File: config.mk
export PLATFORM = sky130hd
export DESIGN_NAME = fsk_modem_duplex_arbiter
export DESIGN_NICKNAME = d
export VERILOG_FILES = /design/src/common/fsk_arb_pkg.sv /design/src/rtl/byte_queue.sv /design/src/rtl/fsk_modem_duplex_arbiter.sv
export SDC_FILE = /design/constraint.sdc
export NUM_CORES = 1
export LEC_CHECK = 0
export BUFFER_PORTS_ARGS = -buffer_cell sky130_fd_sc_hd__buf_2
export CAP_MARGIN = 0
export CELL_PAD_IN_SITES_DETAIL_PLACEMENT = 0
export CELL_PAD_IN_SITES_GLOBAL_PLACEMENT = 1
export CORE_ASPECT_RATIO = 0.5
export CORE_MARGIN = 3
export CORE_UTILIZATION = 58
export CTS_BUF_LIST = sky130_fd_sc_hd__clkbuf_8
export DETAILED_ROUTE_END_ITERATION = 8
export PLACE_DENSITY_LB_ADDON = 0.1
export RECOVER_POWER = 50
export SLEW_MARGIN = 0
export SYNTH_ARGS = -nofsm -noshare
export SYNTH_HDL_FRONTEND = slang
export SYNTH_SLANG_ARGS = --single-unit
File: constraint.sdc
create_clock -name clk_i -period 6.93 [get_ports clk_i]
set_input_delay 1.386 -clock clk_i [delete_from_list [all_inputs] [get_ports clk_i]]
set_output_delay 1.386 -clock clk_i [all_outputs]
set_load 0.01 [all_outputs]
File: src/common/fsk_arb_pkg.sv
package fsk_arb_pkg;

	// =========================================================
	// Clock and timing
	// =========================================================
	localparam int CLK_HZ             = 125_000_000;
	localparam int MODEM_BAUD_HZ      = 1200;
	localparam int UART_BAUD_HZ       = 1200;
	// Cycles per modem bit and per UART bit
	localparam int MODEM_BIT_CYC      = CLK_HZ / MODEM_BAUD_HZ;
	localparam int UART_BIT_CYC       = CLK_HZ / UART_BAUD_HZ;
	// Latencies in half bit times: 1.5 bit = 3 halves
	localparam int HALF_BITS_ENQ      = 3;
	localparam int CHAR_BITS          = 11;
	localparam int CD_MARK_BITS       = 3;

	// =========================================================
	// Wishbone register map (byte addresses)
	// =========================================================
	localparam logic [7:0] ADDR_CTRL   = 8'h00;
	localparam logic [7:0] ADDR_STATUS = 8'h04;
	localparam logic [7:0] ADDR_TXQ    = 8'h08;
	localparam logic [7:0] ADDR_RXQ    = 8'h0C;

	// CTRL fields
	localparam int CTRL_SEND_REQ  = 0;
	localparam int CTRL_FULL_DUP  = 1;
	localparam int CTRL_INT_LOOP  = 2;
	localparam int CTRL_EXT_LOOP  = 3;
	localparam int CTRL_UART_MODE = 4;
	localparam logic [4:0] CTRL_RESET = 5'h00;

	// STATUS fields
	localparam int ST_CTS       = 0;
	localparam int ST_CARRIER   = 1;
	localparam int ST_TX_EMPTY  = 2;
	localparam int ST_TX_FULL   = 3;
	localparam int ST_RX_EMPTY  = 4;
	localparam int ST_RX_FULL   = 5;
	localparam int ST_TX_BUSY   = 6;
	localparam int ST_RX_DROP   = 7;

	// Queue depth
	localparam int QUEUE_DEPTH  = 32;

	// =========================================================
	// Arbiter states
	// =========================================================
	typedef enum logic [2:0] {
		ST_IDLE = 3'b001,
		ST_RECV = 3'b010,
		ST_SEND = 3'b100
	} arb_state_t;

endpackage

File: src/rtl/byte_queue.sv
`timescale 1ns/10ps
// Synchronous byte queue; a push while full is dropped, contents kept
module byte_queue
	import fsk_arb_pkg::*;
#(
	parameter int WIDTH = 8,
	parameter int DEPTH = QUEUE_DEPTH
) (
	input  wire logic             clk_i,
	input  wire logic             rst_i,
	input  wire logic             push_i,
	input  wire logic [WIDTH-1:0] data_i,
	input  wire logic             pop_i,
	output logic      [WIDTH-1:0] data_o,
	output logic                  empty_o,
	output logic                  full_o
);
	localparam int AW = $clog2(DEPTH);

	// Pointer wrap trick needs a power-of-two depth
	if (DEPTH < 2 || (1 << AW) != DEPTH) begin : g_depth_check
		$error("byte_queue: DEPTH must be a power of two >= 2");
	end

	logic [WIDTH-1:0] mem_q [DEPTH];
	logic [AW:0]      wr_q;
	logic [AW:0]      rd_q;
	logic             do_push;
	logic             do_pop;

	// Gate requests by queue state
	assign do_push = push_i && !full_o;
	assign do_pop  = pop_i && !empty_o;
	assign empty_o = (wr_q == rd_q);
	assign full_o  = (wr_q[AW] != rd_q[AW]) && (wr_q[AW-1:0] == rd_q[AW-1:0]);
	assign data_o  = mem_q[rd_q[AW-1:0]];

	// Storage; no reset needed for data
	always_ff @(posedge clk_i) begin
		if (do_push) begin
			mem_q[wr_q[AW-1:0]] <= data_i;
		end
	end

	// Pointers
	always_ff @(posedge clk_i) begin
		if (rst_i) begin
			wr_q <= '0;
			rd_q <= '0;
		end else begin
			if (do_push) begin
				wr_q <= wr_q + 1'b1;
			end
			if (do_pop) begin
				rd_q <= rd_q + 1'b1;
			end
		end
	end
endmodule

File: src/rtl/fsk_modem_duplex_arbiter.sv
`timescale 1ns/10ps
// Contract
// Half duplex: never both chains enabled
// Reset and idle: demodulator on, modulator off
// Full duplex enables both chains together
// Internal loopback routes tone to receive input
// External loopback: both chains, no internal path
// Idle: send request high, carrier sense low
// Carrier: sense high, received bytes queued
// Receive wins while carrier is present
// Carrier sense drops below detection threshold
// Controller drains receive queue promptly
// Controller requests via pin or bit
// Grant: sense low, demod off, clear set
// Carrier holds request pending, bytes queued
// After grant pop bytes, else send mark
// Controller waits six bits before preamble
// Preloaded queue gets one extra preamble; not implemented, queued bytes pop as soon as clear is set
// UART byte queued 1.5 UART bits late
// Each character is eleven modem bits
// Controller inserts gap every five characters
// Controller holds request until character done
// Carrier needs three consecutive mark bits
// Received byte queued 1.5 modem bits late
// SPI mode loads via queue write register
// Full receive queue drops new bytes
// Reset clears grant, request, both queues
module fsk_modem_duplex_arbiter
	import fsk_arb_pkg::*;
#(
	parameter int MODEM_BIT   = MODEM_BIT_CYC,
	parameter int UART_BIT    = UART_BIT_CYC,
	parameter int DEPTH       = QUEUE_DEPTH
) (
	input  wire logic        clk_i,
	input  wire logic        rst_i,
	// Wishbone slave
	input  wire logic        cyc_i,
	input  wire logic        stb_i,
	input  wire logic        we_i,
	input  wire logic [7:0]  adr_i,
	input  wire logic [3:0]  sel_i,
	input  wire logic [31:0] dat_i,
	output logic      [31:0] dat_o,
	output logic             ack_o,
	// Controller side
	input  wire logic        send_req_n_i,
	output logic             carrier_sense_o,
	output logic             clear_to_send_o,
	input  wire logic        uart_byte_valid_i,
	input  wire logic [7:0]  uart_byte_i,
	output logic             uart_out_valid_o,
	output logic [7:0]       uart_out_byte_o,
	input  wire logic        uart_out_ready_i,
	// Analog side
	input  wire logic        carrier_level_ok_i,
	input  wire logic        mark_bit_i,
	input  wire logic        rx_byte_valid_i,
	input  wire logic [7:0]  rx_byte_i,
	output logic             mod_en_o,
	output logic             demod_en_o,
	output logic             loop_internal_o,
	output logic             tx_tone_mark_o,
	output logic             tx_bit_o
);
	if (MODEM_BIT < 4 || UART_BIT < 4) begin : g_bit_check
		$error("fsk_modem_duplex_arbiter: bit times too short");
	end

	// =========================================================
	// Declarations
	// =========================================================
	logic [4:0]  ctrl_q;
	arb_state_t  state_q;
	arb_state_t  state_d;
	logic        carrier_q;
	logic [1:0]  mark_cnt_q;
	logic        rx_drop_q;
	logic [31:0] txd_cnt_q;
	logic [7:0]  txd_byte_q;
	logic        txd_pend_q;
	logic [31:0] rxd_cnt_q;
	logic [7:0]  rxd_byte_q;
	logic        rxd_pend_q;
	logic [31:0] bit_cnt_q;
	logic [3:0]  bit_idx_q;
	logic [10:0] shift_q;
	logic        char_busy_q;
	logic        txq_push;
	logic [7:0]  txq_din;
	logic        txq_pop;
	logic [7:0]  txq_dout;
	logic        txq_empty;
	logic        txq_full;
	logic        rxq_pop;
	logic [7:0]  rxq_dout;
	logic        rxq_empty;
	logic        rxq_full;
	logic        bus_req;
	logic        req_active;
	logic        both_on;
	logic        wr_txq;
	logic        rd_rxq;
	logic        uart_mode;
	logic        push_rx;
	logic [31:0] rx_tick_q;
	logic        rx_tick;

	assign bus_req   = cyc_i && stb_i && !ack_o;
	assign uart_mode = ctrl_q[CTRL_UART_MODE];
	// Either pin (active low) or control bit raises a request
	assign req_active = !send_req_n_i || ctrl_q[CTRL_SEND_REQ];
	// Duplex selects
	assign both_on = ctrl_q[CTRL_FULL_DUP] || ctrl_q[CTRL_INT_LOOP] ||
		ctrl_q[CTRL_EXT_LOOP];
	assign wr_txq = bus_req && we_i && sel_i[0] && (adr_i == ADDR_TXQ) && !uart_mode;
	assign rd_rxq = bus_req && !we_i && (adr_i == ADDR_RXQ) && !uart_mode;

	// =========================================================
	// Register bus
	// =========================================================
	// Control register; ack one cycle after request
	always_ff @(posedge clk_i) begin
		if (rst_i) begin
			ctrl_q <= CTRL_RESET;
			ack_o  <= 1'b0;
			dat_o  <= 32'h0000_0000;
		end else begin
			ack_o <= bus_req;
			dat_o <= 32'h0000_0000;
			if (bus_req && we_i && sel_i[0] && adr_i == ADDR_CTRL) begin
				ctrl_q <= dat_i[4:0];
			end
			if (bus_req && !we_i) begin
				case (adr_i)
					ADDR_CTRL:   dat_o <= {27'h0, ctrl_q};
					ADDR_STATUS: dat_o <= {24'h0, rx_drop_q, char_busy_q, rxq_full,
						rxq_empty, txq_full, txq_empty, carrier_q, clear_to_send_o};
					ADDR_RXQ:    dat_o <= {23'h0, rxq_empty, rxq_dout};
					default:     dat_o <= 32'h0000_0000;
				endcase
			end
		end
	end

	// =========================================================
	// Carrier detection
	// =========================================================
	// Three mark bits before carrier; counted in modem bits
	always_ff @(posedge clk_i) begin
		if (rst_i) begin
			carrier_q  <= 1'b0;
			mark_cnt_q <= 2'd0;
		end else if (!carrier_level_ok_i) begin
			// Level lost drops sense
			carrier_q  <= 1'b0;
			mark_cnt_q <= 2'd0;
		end else if (!demod_en_o) begin
			mark_cnt_q <= 2'd0;
		end else if (rx_tick) begin
			if (!mark_bit_i) begin
				mark_cnt_q <= 2'd0;
			end else if (mark_cnt_q == 2'(CD_MARK_BITS - 1)) begin
				carrier_q <= 1'b1;
			end else begin
				mark_cnt_q <= mark_cnt_q + 2'd1;
			end
		end
	end

	// Free-running modem bit tick for sampling mark bits
	assign rx_tick = (rx_tick_q == 32'(MODEM_BIT - 1));
	always_ff @(posedge clk_i) begin
		if (rst_i || rx_tick) begin
			rx_tick_q <= 32'h0000_0000;
		end else begin
			rx_tick_q <= rx_tick_q + 32'h0000_0001;
		end
	end

	// =========================================================
	// Arbitration
	// =========================================================
	always_comb begin
		state_d = state_q;
		case (state_q)
			ST_IDLE: begin
				// Receive has top priority
				if (carrier_q) begin
					state_d = ST_RECV;
				// Grant when bus free
				end else if (req_active) begin
					state_d = ST_SEND;
				end
			end
			ST_RECV: begin
				// Request stays pending
				if (!carrier_q) begin
					state_d = req_active ? ST_SEND : ST_IDLE;
				end
			end
			ST_SEND: begin
				if (!req_active) begin
					state_d = ST_IDLE;
				end
			end
			default: state_d = ST_IDLE;
		endcase
	end

	// Reset to receive-only idle
	always_ff @(posedge clk_i) begin
		if (rst_i) begin
			state_q <= ST_IDLE;
		end else begin
			state_q <= state_d;
		end
	end

	// Registered outputs derived from next state
	always_ff @(posedge clk_i) begin
		if (rst_i) begin
			// Demod on after reset
			demod_en_o      <= 1'b1;
			mod_en_o        <= 1'b0;
			clear_to_send_o <= 1'b0;
			carrier_sense_o <= 1'b0;
			loop_internal_o <= 1'b0;
		end else begin
			// One chain in half duplex
			mod_en_o        <= (state_d == ST_SEND) || both_on;
			demod_en_o      <= (state_d != ST_SEND) || both_on;
			// Clear flag on grant
			clear_to_send_o <= (state_d == ST_SEND);
			// Sense low unless receiving
			carrier_sense_o <= (state_d == ST_RECV) || (both_on && carrier_q);
			// Internal loop path
			// External loopback leaves the path open
			loop_internal_o <= ctrl_q[CTRL_INT_LOOP];
		end
	end

	// =========================================================
	// Transmit path
	// =========================================================
	// UART byte enqueued 1.5 UART bits after stop bit
	always_ff @(posedge clk_i) begin
		if (rst_i) begin
			txd_pend_q <= 1'b0;
			txd_cnt_q  <= 32'h0000_0000;
			txd_byte_q <= 8'h00;
		end else if (uart_mode && uart_byte_valid_i) begin
			txd_pend_q <= 1'b1;
			txd_byte_q <= uart_byte_i;
			txd_cnt_q  <= 32'(UART_BIT * HALF_BITS_ENQ / 2);
		end else if (txd_pend_q) begin
			if (txd_cnt_q == 32'h0000_0000) begin
				txd_pend_q <= 1'b0;
			end else begin
				txd_cnt_q <= txd_cnt_q - 32'h0000_0001;
			end
		end
	end

	// Bytes queue even while held
	assign txq_push = (txd_pend_q && txd_cnt_q == 32'h0000_0000) || wr_txq;
	assign txq_din  = wr_txq ? dat_i[7:0] : txd_byte_q;
	// Pop only when granted and idle
	assign txq_pop  = mod_en_o && clear_to_send_o && !char_busy_q && !txq_empty;

	// Eleven-bit framing: start, 8 data, parity, stop
	always_ff @(posedge clk_i) begin
		if (rst_i) begin
			char_busy_q <= 1'b0;
			bit_cnt_q   <= 32'h0000_0000;
			bit_idx_q   <= 4'd0;
			shift_q     <= 11'h7FF;
		end else if (txq_pop) begin
			char_busy_q <= 1'b1;
			bit_cnt_q   <= 32'(MODEM_BIT - 1);
			bit_idx_q   <= 4'(CHAR_BITS - 1);
			shift_q     <= {1'b1, ~^txq_dout, txq_dout, 1'b0};
		end else if (char_busy_q) begin
			if (bit_cnt_q != 32'h0000_0000) begin
				bit_cnt_q <= bit_cnt_q - 32'h0000_0001;
			end else if (bit_idx_q == 4'd0) begin
				char_busy_q <= 1'b0;
				shift_q     <= 11'h7FF;
			end else begin
				bit_cnt_q <= 32'(MODEM_BIT - 1);
				bit_idx_q <= bit_idx_q - 4'd1;
				shift_q   <= {1'b1, shift_q[10:1]};
			end
		end
	end

	// Mark tone when queue empty
	always_ff @(posedge clk_i) begin
		if (rst_i) begin
			tx_bit_o       <= 1'b1;
			tx_tone_mark_o <= 1'b1;
		end else begin
			tx_bit_o       <= char_busy_q ? shift_q[0] : 1'b1;
			tx_tone_mark_o <= !char_busy_q || shift_q[0];
		end
	end

	// =========================================================
	// Receive path
	// =========================================================
	// Received byte enqueued 1.5 modem bits late
	always_ff @(posedge clk_i) begin
		if (rst_i) begin
			rxd_pend_q <= 1'b0;
			rxd_cnt_q  <= 32'h0000_0000;
			rxd_byte_q <= 8'h00;
		end else if (rx_byte_valid_i && demod_en_o) begin
			rxd_pend_q <= 1'b1;
			rxd_byte_q <= rx_byte_i;
			rxd_cnt_q  <= 32'(MODEM_BIT * HALF_BITS_ENQ / 2);
		end else if (rxd_pend_q) begin
			if (rxd_cnt_q == 32'h0000_0000) begin
				rxd_pend_q <= 1'b0;
			end else begin
				rxd_cnt_q <= rxd_cnt_q - 32'h0000_0001;
			end
		end
	end

	// Automatic enqueue of received bytes
	assign push_rx = rxd_pend_q && rxd_cnt_q == 32'h0000_0000;

	// Full queue drops arrivals; sticky, set wins over read clear
	always_ff @(posedge clk_i) begin
		if (rst_i) begin
			rx_drop_q <= 1'b0;
		end else if (push_rx && rxq_full) begin
			rx_drop_q <= 1'b1;
		end else if (bus_req && !we_i && adr_i == ADDR_STATUS) begin
			rx_drop_q <= 1'b0;
		end
	end

	// UART forward of received bytes; pops as it is offered
	assign rxq_pop = uart_mode ? (!rxq_empty && (!uart_out_valid_o || uart_out_ready_i)) : rd_rxq;

	always_ff @(posedge clk_i) begin
		if (rst_i) begin
			uart_out_valid_o <= 1'b0;
			uart_out_byte_o  <= 8'h00;
		end else if (uart_mode && rxq_pop) begin
			uart_out_valid_o <= 1'b1;
			uart_out_byte_o  <= rxq_dout;
		end else if (uart_out_ready_i) begin
			uart_out_valid_o <= 1'b0;
		end
	end

	// =========================================================
	// Queues
	// =========================================================
	// Queues emptied by reset
	byte_queue #(.WIDTH(8), .DEPTH(DEPTH)) tx_queue (
		.clk_i   (clk_i),
		.rst_i   (rst_i),
		.push_i  (txq_push),
		.data_i  (txq_din),
		.pop_i   (txq_pop),
		.data_o  (txq_dout),
		.empty_o (txq_empty),
		.full_o  (txq_full)
	);

	byte_queue #(.WIDTH(8), .DEPTH(DEPTH)) rx_queue (
		.clk_i   (clk_i),
		.rst_i   (rst_i),
		.push_i  (push_rx),
		.data_i  (rxd_byte_q),
		.pop_i   (rxq_pop),
		.data_o  (rxq_dout),
		.empty_o (rxq_empty),
		.full_o  (rxq_full)
	);
endmodule

---- Word level (Yosys, flattened, before mapping) ----
Memories as Yosys holds them, arrays and structs flattened. A register that Yosys moved wholly into a read port is not among the register bits.
Index checks and enable logic that the tools add are counted.
cells by class
  reduce and logical (&&, ||, !) cells .... 78
  muxes and demuxes ....................... 51
  $add $sub $neg .......................... 10
  equal/unequal tests ..................... 24
  bitwise operators ....................... 8
operators by type and width
  operator                 count
  $mux W18                 6
  $sub A32 B1 Y32 const B  3
  $logic_not A32 Y1        2
  $mux W32                 2
  $mux W10                 4
  $mux W17                 2
  $add A32 B1 Y32 const B  1
  $eq A32 B17 Y1 const B   1
  $reduce_bool A32 Y1      1
  $logic_and A1 B1 Y1      28
  $pmux W9 S3              1
  $add A6 B1 Y6 const B    4
  $mux W5                  4
  $mux W1                  19
  $reduce_and A2 Y1        9
  $eq A8 B4 Y1 const B     2
  $mux W4                  4
  $mux W3                  5
  $eq A6 B6 Y1             2
  $reduce_or A2 Y1         6
  $eq A5 B5 Y1             2
  $logic_not A1 Y1         10
  $logic_or A1 B1 Y1       10
  $reduce_bool A2 Y1       5
  22 further kinds         38
word-level totals
  logic and storage cells ................. 209
  flip-flop bits (word level) ............. 247
  input port bits ......................... 71
  memory bits (writable) .................. 512
  memories ................................ 2
memory list
  memory          words  width  rd ports  clocked after Yosys merged registers in  wr ports  RTL line          text
  rx_queue.mem_q  32     8      1         1                                        1         byte_queue.sv:25  logic [WIDTH-1:0] mem_q [DEPTH];
  tx_queue.mem_q  32     8      1         1                                        1         byte_queue.sv:25

---- Longest topological paths before layout ----
  depth in word-level cells ............... 10
  mapped depth ............................ 11
  gate-level depth less buffers ........... 10

---- Cells and area by module ----
From an unflattened synthesis, not the netlist that was laid out.
unflattened totals
  cell total of the unflattened synthesis .. 2079
  area total of the unflattened synthesis .. 30807.0 µm²
modules (own cells, without submodules)
  module                    seq. area each (µm²)  area each (µm²)  instances  cells an instance
  byte_queue                8027.7                10657.7          2          492
  fsk_modem_duplex_arbiter  3983.8                9491.6           1          1095

---- Worst setup path after synthesis ----
OpenSTA, ideal clock, no wires.
  kind .................................... in2reg
  start point ............................. input adr_i[5]
  end point ............................... memory tx_queue.mem_q[31][0], enable pin
  arrival time ............................ 3260 ps
  buffers on the path ..................... 1
  stages .................................. 7
  data required time ...................... 6560 ps
  library setup time ...................... 370 ps
  slack ................................... 3300 ps
  cells stage by stage .................... or4_1 > nor3_2 > nand3_1 > a21oi_2 > nand2_1 > clkbuf_1 > nor2_1
between the ends
  word-level cells in the longest chain between the ends .. 7
RTL lines
  element                           RTL line                         text
  start, declared                   fsk_modem_duplex_arbiter.sv:41   input wire logic [7:0] adr_i,
  $eq A8 B4 Y1                      fsk_modem_duplex_arbiter.sv:116  assign wr_txq = bus_req && we_i && sel_i[0] && (adr_i == ADDR_TXQ) && !uart_mode;
  $logic_and A1 B1 Y1 (2 in a row)  fsk_modem_duplex_arbiter.sv:116
  $logic_or A1 B1 Y1                fsk_modem_duplex_arbiter.sv:266  assign txq_push = (txd_pend_q && txd_cnt_q == 32'h0000_0000) || wr_txq;
  $logic_and A1 B1 Y1               byte_queue.sv:32                 assign do_push = push_i && !full_o;
  $mux W1                           byte_queue.sv:40                 if (do_push) begin
  $mux W1 (not written as such)     byte_queue.sv:41                 mem_q[wr_q[AW-1:0]] <= data_i;
  end, declared                     byte_queue.sv:25
No other way between the ends.

---- Worst setup path in the final report ----
  start point ............................. input rst_i
  end point ............................... register bit_cnt_q[23]
between the ends
  word-level cells in the longest chain between the ends .. 1
RTL lines
  element                     RTL line                         text
  start, declared             fsk_modem_duplex_arbiter.sv:36   input wire logic rst_i,
  $reduce_or A2 Y1 (no line)  n/a
  end signal, assigned        fsk_modem_duplex_arbiter.sv:280  bit_cnt_q <= 32'(MODEM_BIT - 1);
  end signal, assigned        fsk_modem_duplex_arbiter.sv:285  bit_cnt_q <= bit_cnt_q - 32'h0000_0001;
  end signal, assigned        fsk_modem_duplex_arbiter.sv:290  bit_cnt_q <= 32'(MODEM_BIT - 1);
  end, declared               fsk_modem_duplex_arbiter.sv:85   logic [31:0] bit_cnt_q;
No other way between the ends.
A chain may end at the register's enable or synchronous reset.

==> metrics.txt <==
critical setup path kind input pin to flop; overall die width 328 um; Fill cells 3808; met3 usage 0.0437; area leader, netlist edfxtp_1; worst clock skew 21.1 ps; cts bufs inserted 100; clk sink count 745; main area contributors after synthesis edfxtp_1 51%, dfxtp_1 15%, mux4_2 10%; violated checks capacitance limit, slew limit; # Post-CTS Setup Buffers 0; Critical Path AT 5020 ps; post-synthesis cell area 30200 um^2; GRT Util Overall 0.229; antenna violations before repair 1; Post-synth EDFFs 512; Synth Flop Type edfxtp_1; worst r2r path cells 7; nets@finish 2269; final cell count without fillers 2953; CTS Root Cell clkbuf_8; reg-to-reg endpoint rx_queue.mem_q[23][1]$_DFFE_PP_; Critical R2R Launch rxd_cnt_q[16]$_SDFFE_PP0P_; CTS tree done; Max VDD drop 0.000157 V; Post-Route WL 61200 um; Distinct cells, synth 65; CTS max path bufs 3; vias per std cell 5.70; Die Area 54900 um^2; FF-to-FF setup slack 2630 ps; f_max 0.222 GHz; layout cells sized above 1 0.153; Die Span Y 167 um; hold path depth 2; Final Util 0.647; total core area 50800 um^2; Mapped Avg Cell Area 14.4 um^2; GRT overflow 0; status complete, but fails checks; top cell type's share of synthesized area 0.510; largest net degree at the start of global routing 65; leak pwr 11.3 nW; sequential area share after synthesis 0.665; Worst Tran Pin Value 2980 ps; final setup fails 0; DRT iter0 DRCs 1425; share of flip-flops with an asynchronous set or reset 0; port bufs 69; routed len/inst 20.7 um; period utilization 0.649; detailed-route DRC error count 0; GR Layer Usage met2 0.354; drt pass-1 iters 8; RSZ-0062 raised after global routing false; Row Count 58; synth-to-layout area growth 8.96%; endpoints failing hold 0; vias in the first global route 16900; GPL Wtd Cong 0.796; DP Cell Count 2766; Ports 120; vias after detailed routing 16800; worst path required time 7450 ps; Most Crowded Layer GR met2; max_slew headroom -0.985; Hold Path Class flop to flop; htree depth 3; Antenna Nets Post-Route 0; global-route wire length before repair 96900 um; post-cts resize count 0; Final Slew Violations 60; clk slew on worst S/H paths 70 ps; Clock Latency Late Sink 690 ps; Power Density 248 nW/um^2; CP Capture Type flop; dpl hpwl 38600 um; Post-Synthesis Cells 2088; Ys Warns 0; CP Launch Type input pin; maxcap violations 1; critical path fanouts, max 59; Power Total 0.00816 W; end of the worst hold path txd_byte_q[3]$_SDFFE_PP0P_; M1 GR Usage 0.331; Seq cells post-synth 745; hold_buf cts 0; Starting Density 0.594; Period minus WS final 4500 ps; hold_sp txd_byte_q[3]$_SDFFE_PP0P_; Post-Route Setup TNS 0 ps
[flip-flops by register name (all words and copies together) (netlist names), 3 cells and up, named ones only]
name	flops
bit_idx_q	4
dat_o	9
ctrl_q	5
state_q	3
rx_queue.wr_q	6
tx_queue.wr_q	6
tx_queue.rd_q	6
txd_cnt_q	32
rx_queue.mem_q	256
rx_queue.rd_q	6
bit_cnt_q	32
rxd_byte_q	8
tx_queue.mem_q	256
rxd_cnt_q	32
txd_byte_q	8
rx_tick_q	32
uart_out_byte_o	8
shift_q	10
[layer usage]
layer / wire [um] / vias to the layer above
met5: 0 / -
met4: 1660 / 0
met3: 3290 / 99
met2: 28600 / 424
met1: 27600 / 8330
li1: - / 7984
[layout make-up]
cell class	count	area [um^2]	area share
Multi-Input combinational cell	1223	9480	0.288
Timing Repair Buffer	80	385	0.0117
Tap cell	690	863	0.0263
Antenna cell	1	2.50	0.0000762
Sequential cell	745	20100	0.610
Inverter	28	105	0.00320
Clock buffer	118	1620	0.0494
Clock inverter	68	348	0.0106
[kinds of logic (layout without fill, tap and decap cells)]
group,count (synthesis),after routing,synth area share
xor+xnor,145,145,0.0421
buf+inv,142,294,0.0217
mux,181,181,0.117
flops,745,745,0.665
fa+ha+maj,20,20,0.00830
compound gates,179,179,0.0373
other cells,1,24,0.000124
simple gates,675,675,0.109
[critical path, cell delays in order]
cell and delay, ps:
buf_4 490, clkbuf_1 2150, nor2_1 130, nand2_1 710, nor2_1 130
[cell usage in the layout (no fill, tap or decap), types with 9 or more instances in the layout]
| master | count |
|---|---|
| inv_1 | 58 |
| o21ai_0 | 23 |
| and2_1 | 11 |
| buf_2 | 41 |
| nor2_1 | 277 |
| and3_1 | 18 |
| or3_1 | 29 |
| dfxtp_1 | 229 |
| nor2b_1 | 12 |
| nor4_1 | 32 |
| clkbuf_8 | 118 |
| a211oi_1 | 11 |
| nand2_1 | 124 |
| a31oi_1 | 24 |
| edfxtp_1 | 512 |
| mux2i_1 | 35 |
| a21oi_1 | 66 |
| nand3_1 | 45 |
| buf_4 | 9 |
| o21bai_1 | 9 |
| xnor2_1 | 83 |
| ha_1 | 20 |
| clkinv_1 | 16 |
| mux4_2 | 136 |
| conb_1 | 23 |
| nand4_1 | 19 |
| clkinv_2 | 15 |
| nor3_1 | 48 |
| xor2_1 | 62 |
| or4_1 | 10 |
| nand2b_1 | 9 |
| clkbuf_1 | 30 |
[Yosys cell counts (all sizes together) (4+ instances only)]
master,count
edfxtp,512
nor2,277
dfxtp,233
mux4,136
nand2,124
xnor2,83
a21oi,67
xor2,62
clkbuf,60
buf,54
nor3,49
nand3,45
mux2i,35
nor4,32
or3,30
inv,27
a31oi,24
o21ai,23
ha,20
nand4,19
and3,18
and2,12
nor2b,12
a211oi,11
or4,11
mux2,10
nand2b,9
o21bai,9
a21boi,8
a221oi,8
a22oi,8
nand3b,8
nor4b,6
or2,5
o22a,4
o31ai,4
or3b,4
[per-stage QoR]
stage | hold WS (ps) | instance area, um^2 | setup slack, ps
final | 454 | 32900 | 2430
after detailed placement | 443 | 31000 | 2360
after floorplan | 411 | 30200 | 3300
after CTS | 453 | 33000 | 3080
after global routing | 476 | 32900 | 2010
after global placement | 439 | 31000 | 2390
[how the worst max path moves through the flow]
stage / from / to / slack [ps] / depth (start not counted)
3_5_place_dp: adr_i[5] / tx_queue.mem_q[11][2]$_DFFE_PP_ / 2360 / 7
5_1_grt: rst_i / bit_cnt_q[18]$_SDFFE_PP0P_ / 2010 / 5
6_report: rst_i / bit_cnt_q[23]$_SDFFE_PP0P_ / 2430 / 5
4_1_cts: adr_i[5] / tx_queue.mem_q[11][5]$_DFFE_PP_ / 3080 / 7
2_1_floorplan: adr_i[5] / tx_queue.mem_q[31][0]$_DFFE_PP_ / 3300 / 7
3_3_place_gp: adr_i[5] / tx_queue.mem_q[31][6]$_DFFE_PP_ / 2390 / 7
[where the power goes]
group | internal, W | total (W) | switching [W]
sequential | 0.00474 | 0.00478 | 0.0000396
combinational | 0.0000442 | 0.000126 | 0.0000821
clock | 0.00163 | 0.00326 | 0.00163
Note: power is estimated with default switching activity, not from simulation.
